`config.mk`:
```
export PLATFORM = sky130hd
export DESIGN_NAME = ccm_top
export DESIGN_NICKNAME = d
export VERILOG_FILES = /design/src/hdl/ccm_pkg.sv /design/src/hdl/ccm_pin_gen.sv /design/src/hdl/ccm_top.sv
export VERILOG_INCLUDE_DIRS = /design/src /design/src/hdl
export SDC_FILE = /design/constraint.sdc
export NUM_CORES = 1
export LEC_CHECK = 0
export BUFFER_PORTS_ARGS = -buffer_cell sky130_fd_sc_hd__buf_4
export CAP_MARGIN = 5
export CORE_MARGIN = 5
export CORE_UTILIZATION = 52
export CTS_BUF_LIST = sky130_fd_sc_hd__clkbuf_8 sky130_fd_sc_hd__clkbuf_16
export DETAILED_ROUTE_END_ITERATION = 10
export GPL_ROUTABILITY_DRIVEN = 0
export PLACE_DENSITY = 0.76
export SYNTH_ARGS = -nofsm -noshare
export SYNTH_HDL_FRONTEND = slang
export SYNTH_SLANG_ARGS = --single-unit
export TNS_END_PERCENT = 20
```
`constraint.sdc`:
```
create_clock -name i_core_clk -period 1.8 [get_ports i_core_clk]
set_input_delay 0.09 -clock i_core_clk [delete_from_list [all_inputs] [get_ports i_core_clk]]
set_output_delay 0.09 -clock i_core_clk [all_outputs]
set_load 0.02 [all_outputs]
```
`src/hdl/ccm_map.svh`:
```
`ifndef CCM_MAP_SVH
`define CCM_MAP_SVH

// Register offsets on the plain register port
`define CCM_OFS_MODE     4'h0
`define CCM_OFS_CMP      4'h1
`define CCM_OFS_STATUS   4'h2
`define CCM_OFS_MASK     4'h3
`define CCM_OFS_COUNT    4'h4

// Field positions in the mode register
`define CCM_BIT_IRQ_EN   0
`define CCM_BIT_PWM_EN   1
`define CCM_BIT_TOG_EN   2
`define CCM_BIT_MAT_EN   3
`define CCM_BIT_WIDE     7

// Field positions in the status and mask registers
`define CCM_BIT_ST_MATCH  0
`define CCM_BIT_ST_PERIOD 1

// Reset values
`define CCM_RST_MODE     16'h0000
`define CCM_RST_CMP      16'h0000
`define CCM_RST_STATUS   16'h0000
`define CCM_RST_MASK     16'h0003
`define CCM_RST_RDATA    16'h0000

`endif

```
`src/hdl/ccm_pkg.sv`:
```
`default_nettype none

package ccm_pkg;

  // Register and counter word
  typedef logic [15:0] ccm_word_t;

  // Output pin operating modes
  typedef enum logic [2:0] {
    ccm_m_off,
    ccm_m_toggle,
    ccm_m_pwm8,
    ccm_m_pwm16,
    ccm_m_freq
  } ccm_mode_e;

endpackage : ccm_pkg

`default_nettype wire

```
`src/hdl/ccm_pin_gen.sv`:
```
`timescale 1ns/1ns
`default_nettype none

// Drives the module output pin in the selected mode
module ccm_pin_gen #(
  parameter int LOW_W = 8                      // Width of the narrow PWM and frequency compare
) (
  input  wire logic              i_core_clk,
  input  wire logic              i_resetn,
  input  wire ccm_pkg::ccm_mode_e i_mode,      // Decoded pin mode
  input  wire ccm_pkg::ccm_word_t i_counter,   // Shared counter value
  input  wire ccm_pkg::ccm_word_t i_compare,   // Module compare register
  input  wire logic              i_match_edge, // First cycle of a full match
  output logic                   o_pin_level   // Registered pin level
);

  logic             pin;        // Current pin level
  logic             next_pin;
  logic [LOW_W-1:0] target;     // Next low-byte toggle point in frequency mode
  logic [LOW_W-1:0] next_target;
  logic             lo_hit_q;   // Low-byte hit seen last cycle
  logic             lo_hit;

  // Low byte of the counter meets the frequency target
  assign lo_hit = (i_counter[LOW_W-1:0] == target);

  // Next pin level and frequency target
  always_comb begin
    next_pin    = pin;
    next_target = i_compare[LOW_W-1:0];
    case (i_mode)
      ccm_pkg::ccm_m_off: begin
        // Pin keeps its last level
        next_pin = pin;
      end
      ccm_pkg::ccm_m_toggle: begin
        if (i_match_edge) begin
          next_pin = ~pin;
        end
      end
      ccm_pkg::ccm_m_pwm8: begin
        // High while the low byte is at or past the compare low byte
        next_pin = (i_counter[LOW_W-1:0] >= i_compare[LOW_W-1:0]);
      end
      ccm_pkg::ccm_m_pwm16: begin
        next_pin = (i_counter >= i_compare);
      end
      ccm_pkg::ccm_m_freq: begin
        // Half period is the compare high byte, in counter steps
        next_target = target;
        if (lo_hit && !lo_hit_q) begin
          next_pin    = ~pin;
          next_target = i_counter[LOW_W-1:0] + i_compare[2*LOW_W-1:LOW_W];
        end
      end
      default: begin
        next_pin = pin;
      end
    endcase
  end

  // State registers only
  always_ff @(posedge i_core_clk or negedge i_resetn) begin
    if (!i_resetn) begin
      pin      <= 1'b0;
      target   <= '0;
      lo_hit_q <= 1'b0;
    end else begin
      pin      <= next_pin;
      target   <= next_target;
      lo_hit_q <= lo_hit;
    end
  end

  assign o_pin_level = pin;

endmodule : ccm_pin_gen

`default_nettype wire

```
`src/hdl/ccm_top.sv`:
```
// Overview of operation
// - Match enable sets flag on counter equal compare
// - Toggle enable inverts output pin per match
// - Toggle plus pulse width selects frequency output
// - Pulse width enable drives modulated output pin
// - Wide select picks 16-bit, else 8-bit
// - Flag interrupt enable masks flag interrupt only
`timescale 1ns/1ns
`default_nettype none
`include "ccm_map.svh"

// One capture/compare module: mode control, match flag, pin and interrupt
module ccm_top (
  input  wire logic              i_core_clk,
  input  wire logic              i_resetn,
  input  wire logic [3:0]        i_addr,     // Register address
  input  wire ccm_pkg::ccm_word_t i_wdata,   // Write data
  input  wire logic              i_wr,       // Write strobe
  input  wire logic              i_rd,       // Read strobe
  output ccm_pkg::ccm_word_t     o_rdata,    // Read data, cycle after the strobe
  input  wire ccm_pkg::ccm_word_t i_counter, // Shared counter, same clock domain
  output logic                   o_module_output_pin,
  output logic                   o_irq       // Level interrupt
);

  // Software visible state
  ccm_pkg::ccm_word_t counter_array_mode_reg; // Mode bits
  ccm_pkg::ccm_word_t next_mode;
  ccm_pkg::ccm_word_t compare;                // Compare register
  ccm_pkg::ccm_word_t next_compare;
  ccm_pkg::ccm_word_t status;                 // Sticky event bits
  ccm_pkg::ccm_word_t next_status;
  ccm_pkg::ccm_word_t mask;                   // Interrupt mask, same layout
  ccm_pkg::ccm_word_t next_mask;
  ccm_pkg::ccm_word_t rdata;                  // Read data register
  ccm_pkg::ccm_word_t next_rdata;

  // Event detection state
  logic hit_q;         // Counter equalled compare last cycle
  logic period_q;      // Period start seen last cycle
  logic hit;           // Counter equals compare now
  logic hit_edge;      // First cycle of a match
  logic period_hit;    // Counter at a PWM period start
  logic period_edge;   // First cycle of a period start
  logic match_pulse;   // Match that raises the flag
  logic rd_status;     // Software reads the status register
  ccm_pkg::ccm_word_t set_vec; // Events setting status bits this cycle

  // Decoded mode bits and the match flag from status
  logic match_enable;
  logic toggle_enable;
  logic pulse_width_enable;
  logic wide_pulse_width_select;
  logic module_flag_irq_enable;
  logic module_match_flag;
  ccm_pkg::ccm_mode_e pin_mode; // Selected pin mode

  assign match_enable            = counter_array_mode_reg[`CCM_BIT_MAT_EN];
  assign toggle_enable           = counter_array_mode_reg[`CCM_BIT_TOG_EN];
  assign pulse_width_enable      = counter_array_mode_reg[`CCM_BIT_PWM_EN];
  assign wide_pulse_width_select = counter_array_mode_reg[`CCM_BIT_WIDE];
  assign module_flag_irq_enable  = counter_array_mode_reg[`CCM_BIT_IRQ_EN];
  assign module_match_flag       = status[`CCM_BIT_ST_MATCH];

  // Pin mode decode; both enables together win over either alone
  always_comb begin
    case ({toggle_enable, pulse_width_enable})
      2'b11: begin
        pin_mode = ccm_pkg::ccm_m_freq;
      end
      2'b10: begin
        pin_mode = ccm_pkg::ccm_m_toggle;
      end
      2'b01: begin
        // Width choice is live, so a change takes effect next cycle
        pin_mode = wide_pulse_width_select ? ccm_pkg::ccm_m_pwm16
                                           : ccm_pkg::ccm_m_pwm8;
      end
      default: begin
        pin_mode = ccm_pkg::ccm_m_off;
      end
    endcase
  end

  // Match detection. The counter may dwell on one value for several clocks,
  // so only the first cycle of equality counts as a match.
  assign hit         = (i_counter == compare);
  assign hit_edge    = hit && !hit_q;
  assign match_pulse = hit_edge && match_enable;

  // Period start of the active PWM width, for the period status bit
  always_comb begin
    case (pin_mode)
      ccm_pkg::ccm_m_pwm8: begin
        period_hit = (i_counter[7:0] == 8'h00);
      end
      ccm_pkg::ccm_m_pwm16: begin
        period_hit = (i_counter == 16'h0000);
      end
      default: begin
        period_hit = 1'b0;
      end
    endcase
  end
  assign period_edge = period_hit && !period_q;

  // Events that set sticky status bits
  // The period bit is sticky as well, so a start seen while masked is kept
  always_comb begin
    set_vec                     = '0;
    set_vec[`CCM_BIT_ST_MATCH]  = match_pulse;
    set_vec[`CCM_BIT_ST_PERIOD] = period_edge;
  end

  assign rd_status = i_rd && (i_addr == `CCM_OFS_STATUS);

  // Next register values from the register port and events
  always_comb begin
    next_mode    = counter_array_mode_reg;
    next_compare = compare;
    next_mask    = mask;
    // Read clears the status, but a new event in the same cycle survives
    next_status  = (rd_status ? '0 : status) | set_vec;
    if (i_wr) begin
      case (i_addr)
        `CCM_OFS_MODE: begin
          next_mode = i_wdata;
        end
        `CCM_OFS_CMP: begin
          next_compare = i_wdata;
        end
        `CCM_OFS_MASK: begin
          next_mask = i_wdata;
        end
        default: begin
          // Status and counter are read only; other addresses ignore writes
          next_mode = counter_array_mode_reg;
        end
      endcase
    end
  end

  // Read data; zero in every cycle that follows no read
  always_comb begin
    next_rdata = `CCM_RST_RDATA;
    if (i_rd) begin
      case (i_addr)
        `CCM_OFS_MODE: begin
          next_rdata = counter_array_mode_reg;
        end
        `CCM_OFS_CMP: begin
          next_rdata = compare;
        end
        `CCM_OFS_STATUS: begin
          next_rdata = status;
        end
        `CCM_OFS_MASK: begin
          next_rdata = mask;
        end
        `CCM_OFS_COUNT: begin
          next_rdata = i_counter;
        end
        default: begin
          // Unmapped addresses read as zero
          next_rdata = `CCM_RST_RDATA;
        end
      endcase
    end
  end

  // Register stage for all software visible and event state
  always_ff @(posedge i_core_clk or negedge i_resetn) begin
    if (!i_resetn) begin
      counter_array_mode_reg <= `CCM_RST_MODE;
      compare                <= `CCM_RST_CMP;
      status                 <= `CCM_RST_STATUS;
      mask                   <= `CCM_RST_MASK;
      rdata                  <= `CCM_RST_RDATA;
      hit_q                  <= 1'b0;
      period_q               <= 1'b0;
    end else begin
      counter_array_mode_reg <= next_mode;
      compare                <= next_compare;
      status                 <= next_status;
      mask                   <= next_mask;
      rdata                  <= next_rdata;
      hit_q                  <= hit;
      period_q               <= period_hit;
    end
  end

  assign o_rdata = rdata;

  // Interrupt: the flag needs both its enable bit and its mask bit.
  // The enable gates only the request, so the flag itself stays visible.
  // The period bit has no enable of its own; its mask bit alone gates it.
  assign o_irq = (module_match_flag && module_flag_irq_enable
                  && mask[`CCM_BIT_ST_MATCH])
              || (status[`CCM_BIT_ST_PERIOD] && mask[`CCM_BIT_ST_PERIOD]);

  // Output pin waveform generator
  ccm_pin_gen #(
    .LOW_W (8)
  ) u_pin_gen (
    .i_core_clk   (i_core_clk),
    .i_resetn     (i_resetn),
    .i_mode       (pin_mode),
    .i_counter    (i_counter),
    .i_compare    (compare),
    .i_match_edge (hit_edge),
    .o_pin_level  (o_module_output_pin)
  );
endmodule : ccm_top

`default_nettype wire

```
==> key figures <==
Place
  – Placed Instance Area: 0.00487 mm^2
  – Placed insts: approximately 530
  – Setup WS pre-CTS: -0.214 ns
  – Dpl hpwl: 7550 um
  – Port Buf Inserts: 57

Yosys
  – Adder-cell area share of the yosys netlist: under 10%
  – Sequential area share after synthesis: roughly 47%
  – Netlist cell types: 49
  – Compound-gate portion of the synthesized area: 12.9%
  – Synth Cell Area: a little over 0.004 mm^2
  – Synth area leaders: dfrtp_1 46%, mux2_2 7.7%, mux2_4 7.3%, ha_1 7.0%, a222oi_1 3.9%
  – Post-synth EDFFs: 0
  – Synth Register Bits: 78
  – Post-synthesis mux area share: about 16%
  – Largest family of logic cells by synthesized area: multiplexers
  – Leading register cell type out of synthesis: dfrtp_1
  – XOR/XNOR Fraction of Synth Area: under 10%
  – Asr flop ratio synth: 100%
  – Post-synthesis simple-gate area fraction: approximately a tenth
  – Synth top area share: 46.2%
  – Net Count, Synth: 409
  – Mapped Cells: about 350
  – Leading area contributor after synthesis: dfrtp_1
  – Mean Syn Cell Area: 11.9 um^2
  – Yosys warns: 0

Die
  – Top Ports: 58
  – Chip height: between 90 and 100 um
  – Die width: between 90 and 100 um
  – Core Area: 0.00773 mm^2
  – Number of cell rows: 32
  – Die area: ~0.01 mm^2
  – Initial core utilization: a little over half

Setup path
  – Path depth of the worst reg2reg path: 8
  – WP data arrival: about 2.2 ns
  – Origin of the critical flop-to-flop path: compare[11]$_DFFE_PN0P_
  – CP required: 2.03 ns
  – Critical path class: flop to flop
  – Crit path max fanout: 3
  – CP startpoint kind: flop
  – R2R Setup Slk: -0.17 ns
  – Reg2reg end: u_pin_gen.o_pin_level$_DFFE_PN0P_
  – CP endpoint kind: flop

Finish
  – Post-route cell area: ~0.0054 mm^2
  – Layout cells sized above 1: 39.8%
  – Area Overhead vs Synth: 31.3%
  – Multi-input gate area: ~0.0021 mm^2
  – Final core utilization: 70.0%
  – N_diodes: 0
  – Register area: about 0.0020 mm^2
  – Nets: 524
  – # fillers: 550
  – Commonest non-fill, non-tap cell in the layout: buf_4
  – Most frequent cells in the layout: 97 x buf_4, 76 x dfrtp_1, 28 x nand2_1, 28 x mux2_2, 25 x a21oi_1
  – Final cell count without fillers: 567

Detailed routing
  – Wire per inst: approximately 19 um
  – DR iter-0 viols: about 310
  – 1st-pass router iterations: 5
  – Post-route ant nets: 0
  – Total wire length: ~11000 um
  – Via count: 3303
  – DR DRC count: 0
  – DR vias/cell: between 5 and 6

Hold path
  – Worst hold start: i_counter[12]
  – Hold Path Class: primary input to flop
  – Hold Crit Depth: 3
  – WHS Endpoint: o_rdata[12]$_DFF_PN0_

STA
  – Final Cycle Share: 109%
  – Worst Skew: 0.0103 ns
  – Fin crit period: 1.97 ns
  – Worst Tran Pin Value: between 0.4 and 0.5 ns
  – RSZ-0062 raised after global routing: true
  – Final setup viols: 6
  – Slew Viols, Final: 0
  – Slew HR: approximately two thirds
  – Worst setup margin: -0.169 ns
  – Final Hold Viols: 0
  – Fmax: between 0.5 and 0.6 GHz

Global route
  – Vias in the first global route: about 3400
  – Initial antenna violation count: 0
  – Total GRT Usage: 22.6%
  – Overflow after GRT: 0
  – Largest net degree at the start of global routing: 32
  – First-pass GRT wire length: roughly 17000 um

Clock network
  – H-tree depth: 3
  – Reg clk slew, reported paths: around 0.08 ns
  – CTS Buf Count: 9
  – Clk Latency, worst-skew pair: about 0.36 ns
  – Clk sinks: 78
  – Clk root buf: clkbuf_8
  – TritonCTS clock tree: yes
  – Clock Tree Buf Depth: 2

Run
  – MaxCap Viol Count: 0

Power and ir drop
  – Peak supply drop: around 560 uV
  – Pleak: between 2 and 3 nW
  – Cell Pwr Density: 1030 mW/mm^2

Outcome
  – Outcome: complete, but fails checks
  – Failing checks: negative setup slack
==> metrics by stage <==
step | total power, W | setup TNS (ns) | hold slack (ns)
6_report | 0.00557 | -0.552 | 0.0643
5_1_grt | 0.00586 | -1.11 | 0.0972
4_1_cts | 0.00551 | -0.159 | 0.0546
3_5_place_dp | 0.00386 | -0.659 | 0.0529
3_3_place_gp | 0.00380 | -0.0679 | 0.0498
2_1_floorplan | 0.00323 | 0 | -0.206
==> report_power, final <==
group          switching (W)  leakage (nW)  internal, W
clock network       0.000654         0.125     0.000916
logic               0.000749          1.46     0.000927
registers           0.000237         0.987      0.00209
total                0.00164          2.58      0.00393
==> cell families after synthesis <==
| group | Yosys count |
|---|---|
| compound gates | 76 |
| xor+xnor | 14 |
| fa+ha+maj | 24 |
| buf+inv | 31 |
| flops | 78 |
| mux | 53 |
| simple gates | 69 |
==> area by class of cell <==
type	count	area share, %
well taps	102	2.36
inverters	20	1.39
repair buffers	115	17.0
multi-input cells	236	38.8
flip-flops and latches	78	36.1
clock inverters	7	2.08
clock buffers	9	2.29
==> how the worst max path moves through the flow <==
stage | cells past startpoint | slack [ns] | to | startpoint
floorplan | 9 | 0.03 | u_pin_gen.target[6]$_DFFE_PN0P_ | compare[8]$_DFFE_PN0P_
global placement | 8 | -0.05 | u_pin_gen.target[7]$_DFFE_PN0P_ | compare[8]$_DFFE_PN0P_
detailed placement | 8 | -0.21 | u_pin_gen.o_pin_level$_DFFE_PN0P_ | compare[9]$_DFFE_PN0P_
CTS | 9 | -0.07 | u_pin_gen.target[6]$_DFFE_PN0P_ | compare[8]$_DFFE_PN0P_
global route | 8 | -0.25 | u_pin_gen.o_pin_level$_DFFE_PN0P_ | compare[11]$_DFFE_PN0P_
finish | 8 | -0.17 | u_pin_gen.o_pin_level$_DFFE_PN0P_ | compare[11]$_DFFE_PN0P_
==> timing repair <==
item / 4_1_cts / 5_1_grt
pin swaps: 2 / 5
setup endpoints to repair: 5 / 6
hold endpoints to repair: 77 / 0
hold buffers: 17 / 0
gates resized for setup: 10 / 6
cloned: 0 / 0
setup buffers: 4 / 3
==> per-layer routing <==
layer | wire length (um) | up-vias | GRT usage (%)
li1 | - | 1513 | -
met1 | 4670 | 1636 | 29.7
met2 | 5400 | 130 | 36.9
met3 | 652 | 24 | 4.03
met4 | 252 | 0 | 9.03
met5 | 0 | - | 0
==> synth_stat cells (4+ instances only) <==
| master | n |
|---|---|
| a211oi_1 | 5 |
| a21oi_1 | 26 |
| a222oi_1 | 16 |
| buf_6 | 4 |
| clkbuf_1 | 5 |
| dfrtp_1 | 76 |
| ha_1 | 23 |
| inv_1 | 20 |
| mux2_2 | 28 |
| mux2_4 | 20 |
| mux2i_1 | 5 |
| nand2_1 | 28 |
| nand4_1 | 6 |
| nor2_1 | 10 |
| o21ai_0 | 10 |
| xnor2_1 | 11 |
==> critical path, cell delays in order (launching register included) <==
cell and delay (ns):
dfrtp_1 0.40, inv_1 0.06, ha_1 0.32, nand4_1 0.17
nor4_2 0.36, nor2b_4 0.22, nand2_1 0.06, mux2i_1 0.14
a211oi_1 0.10
Power figures use the tool's default switching activity.
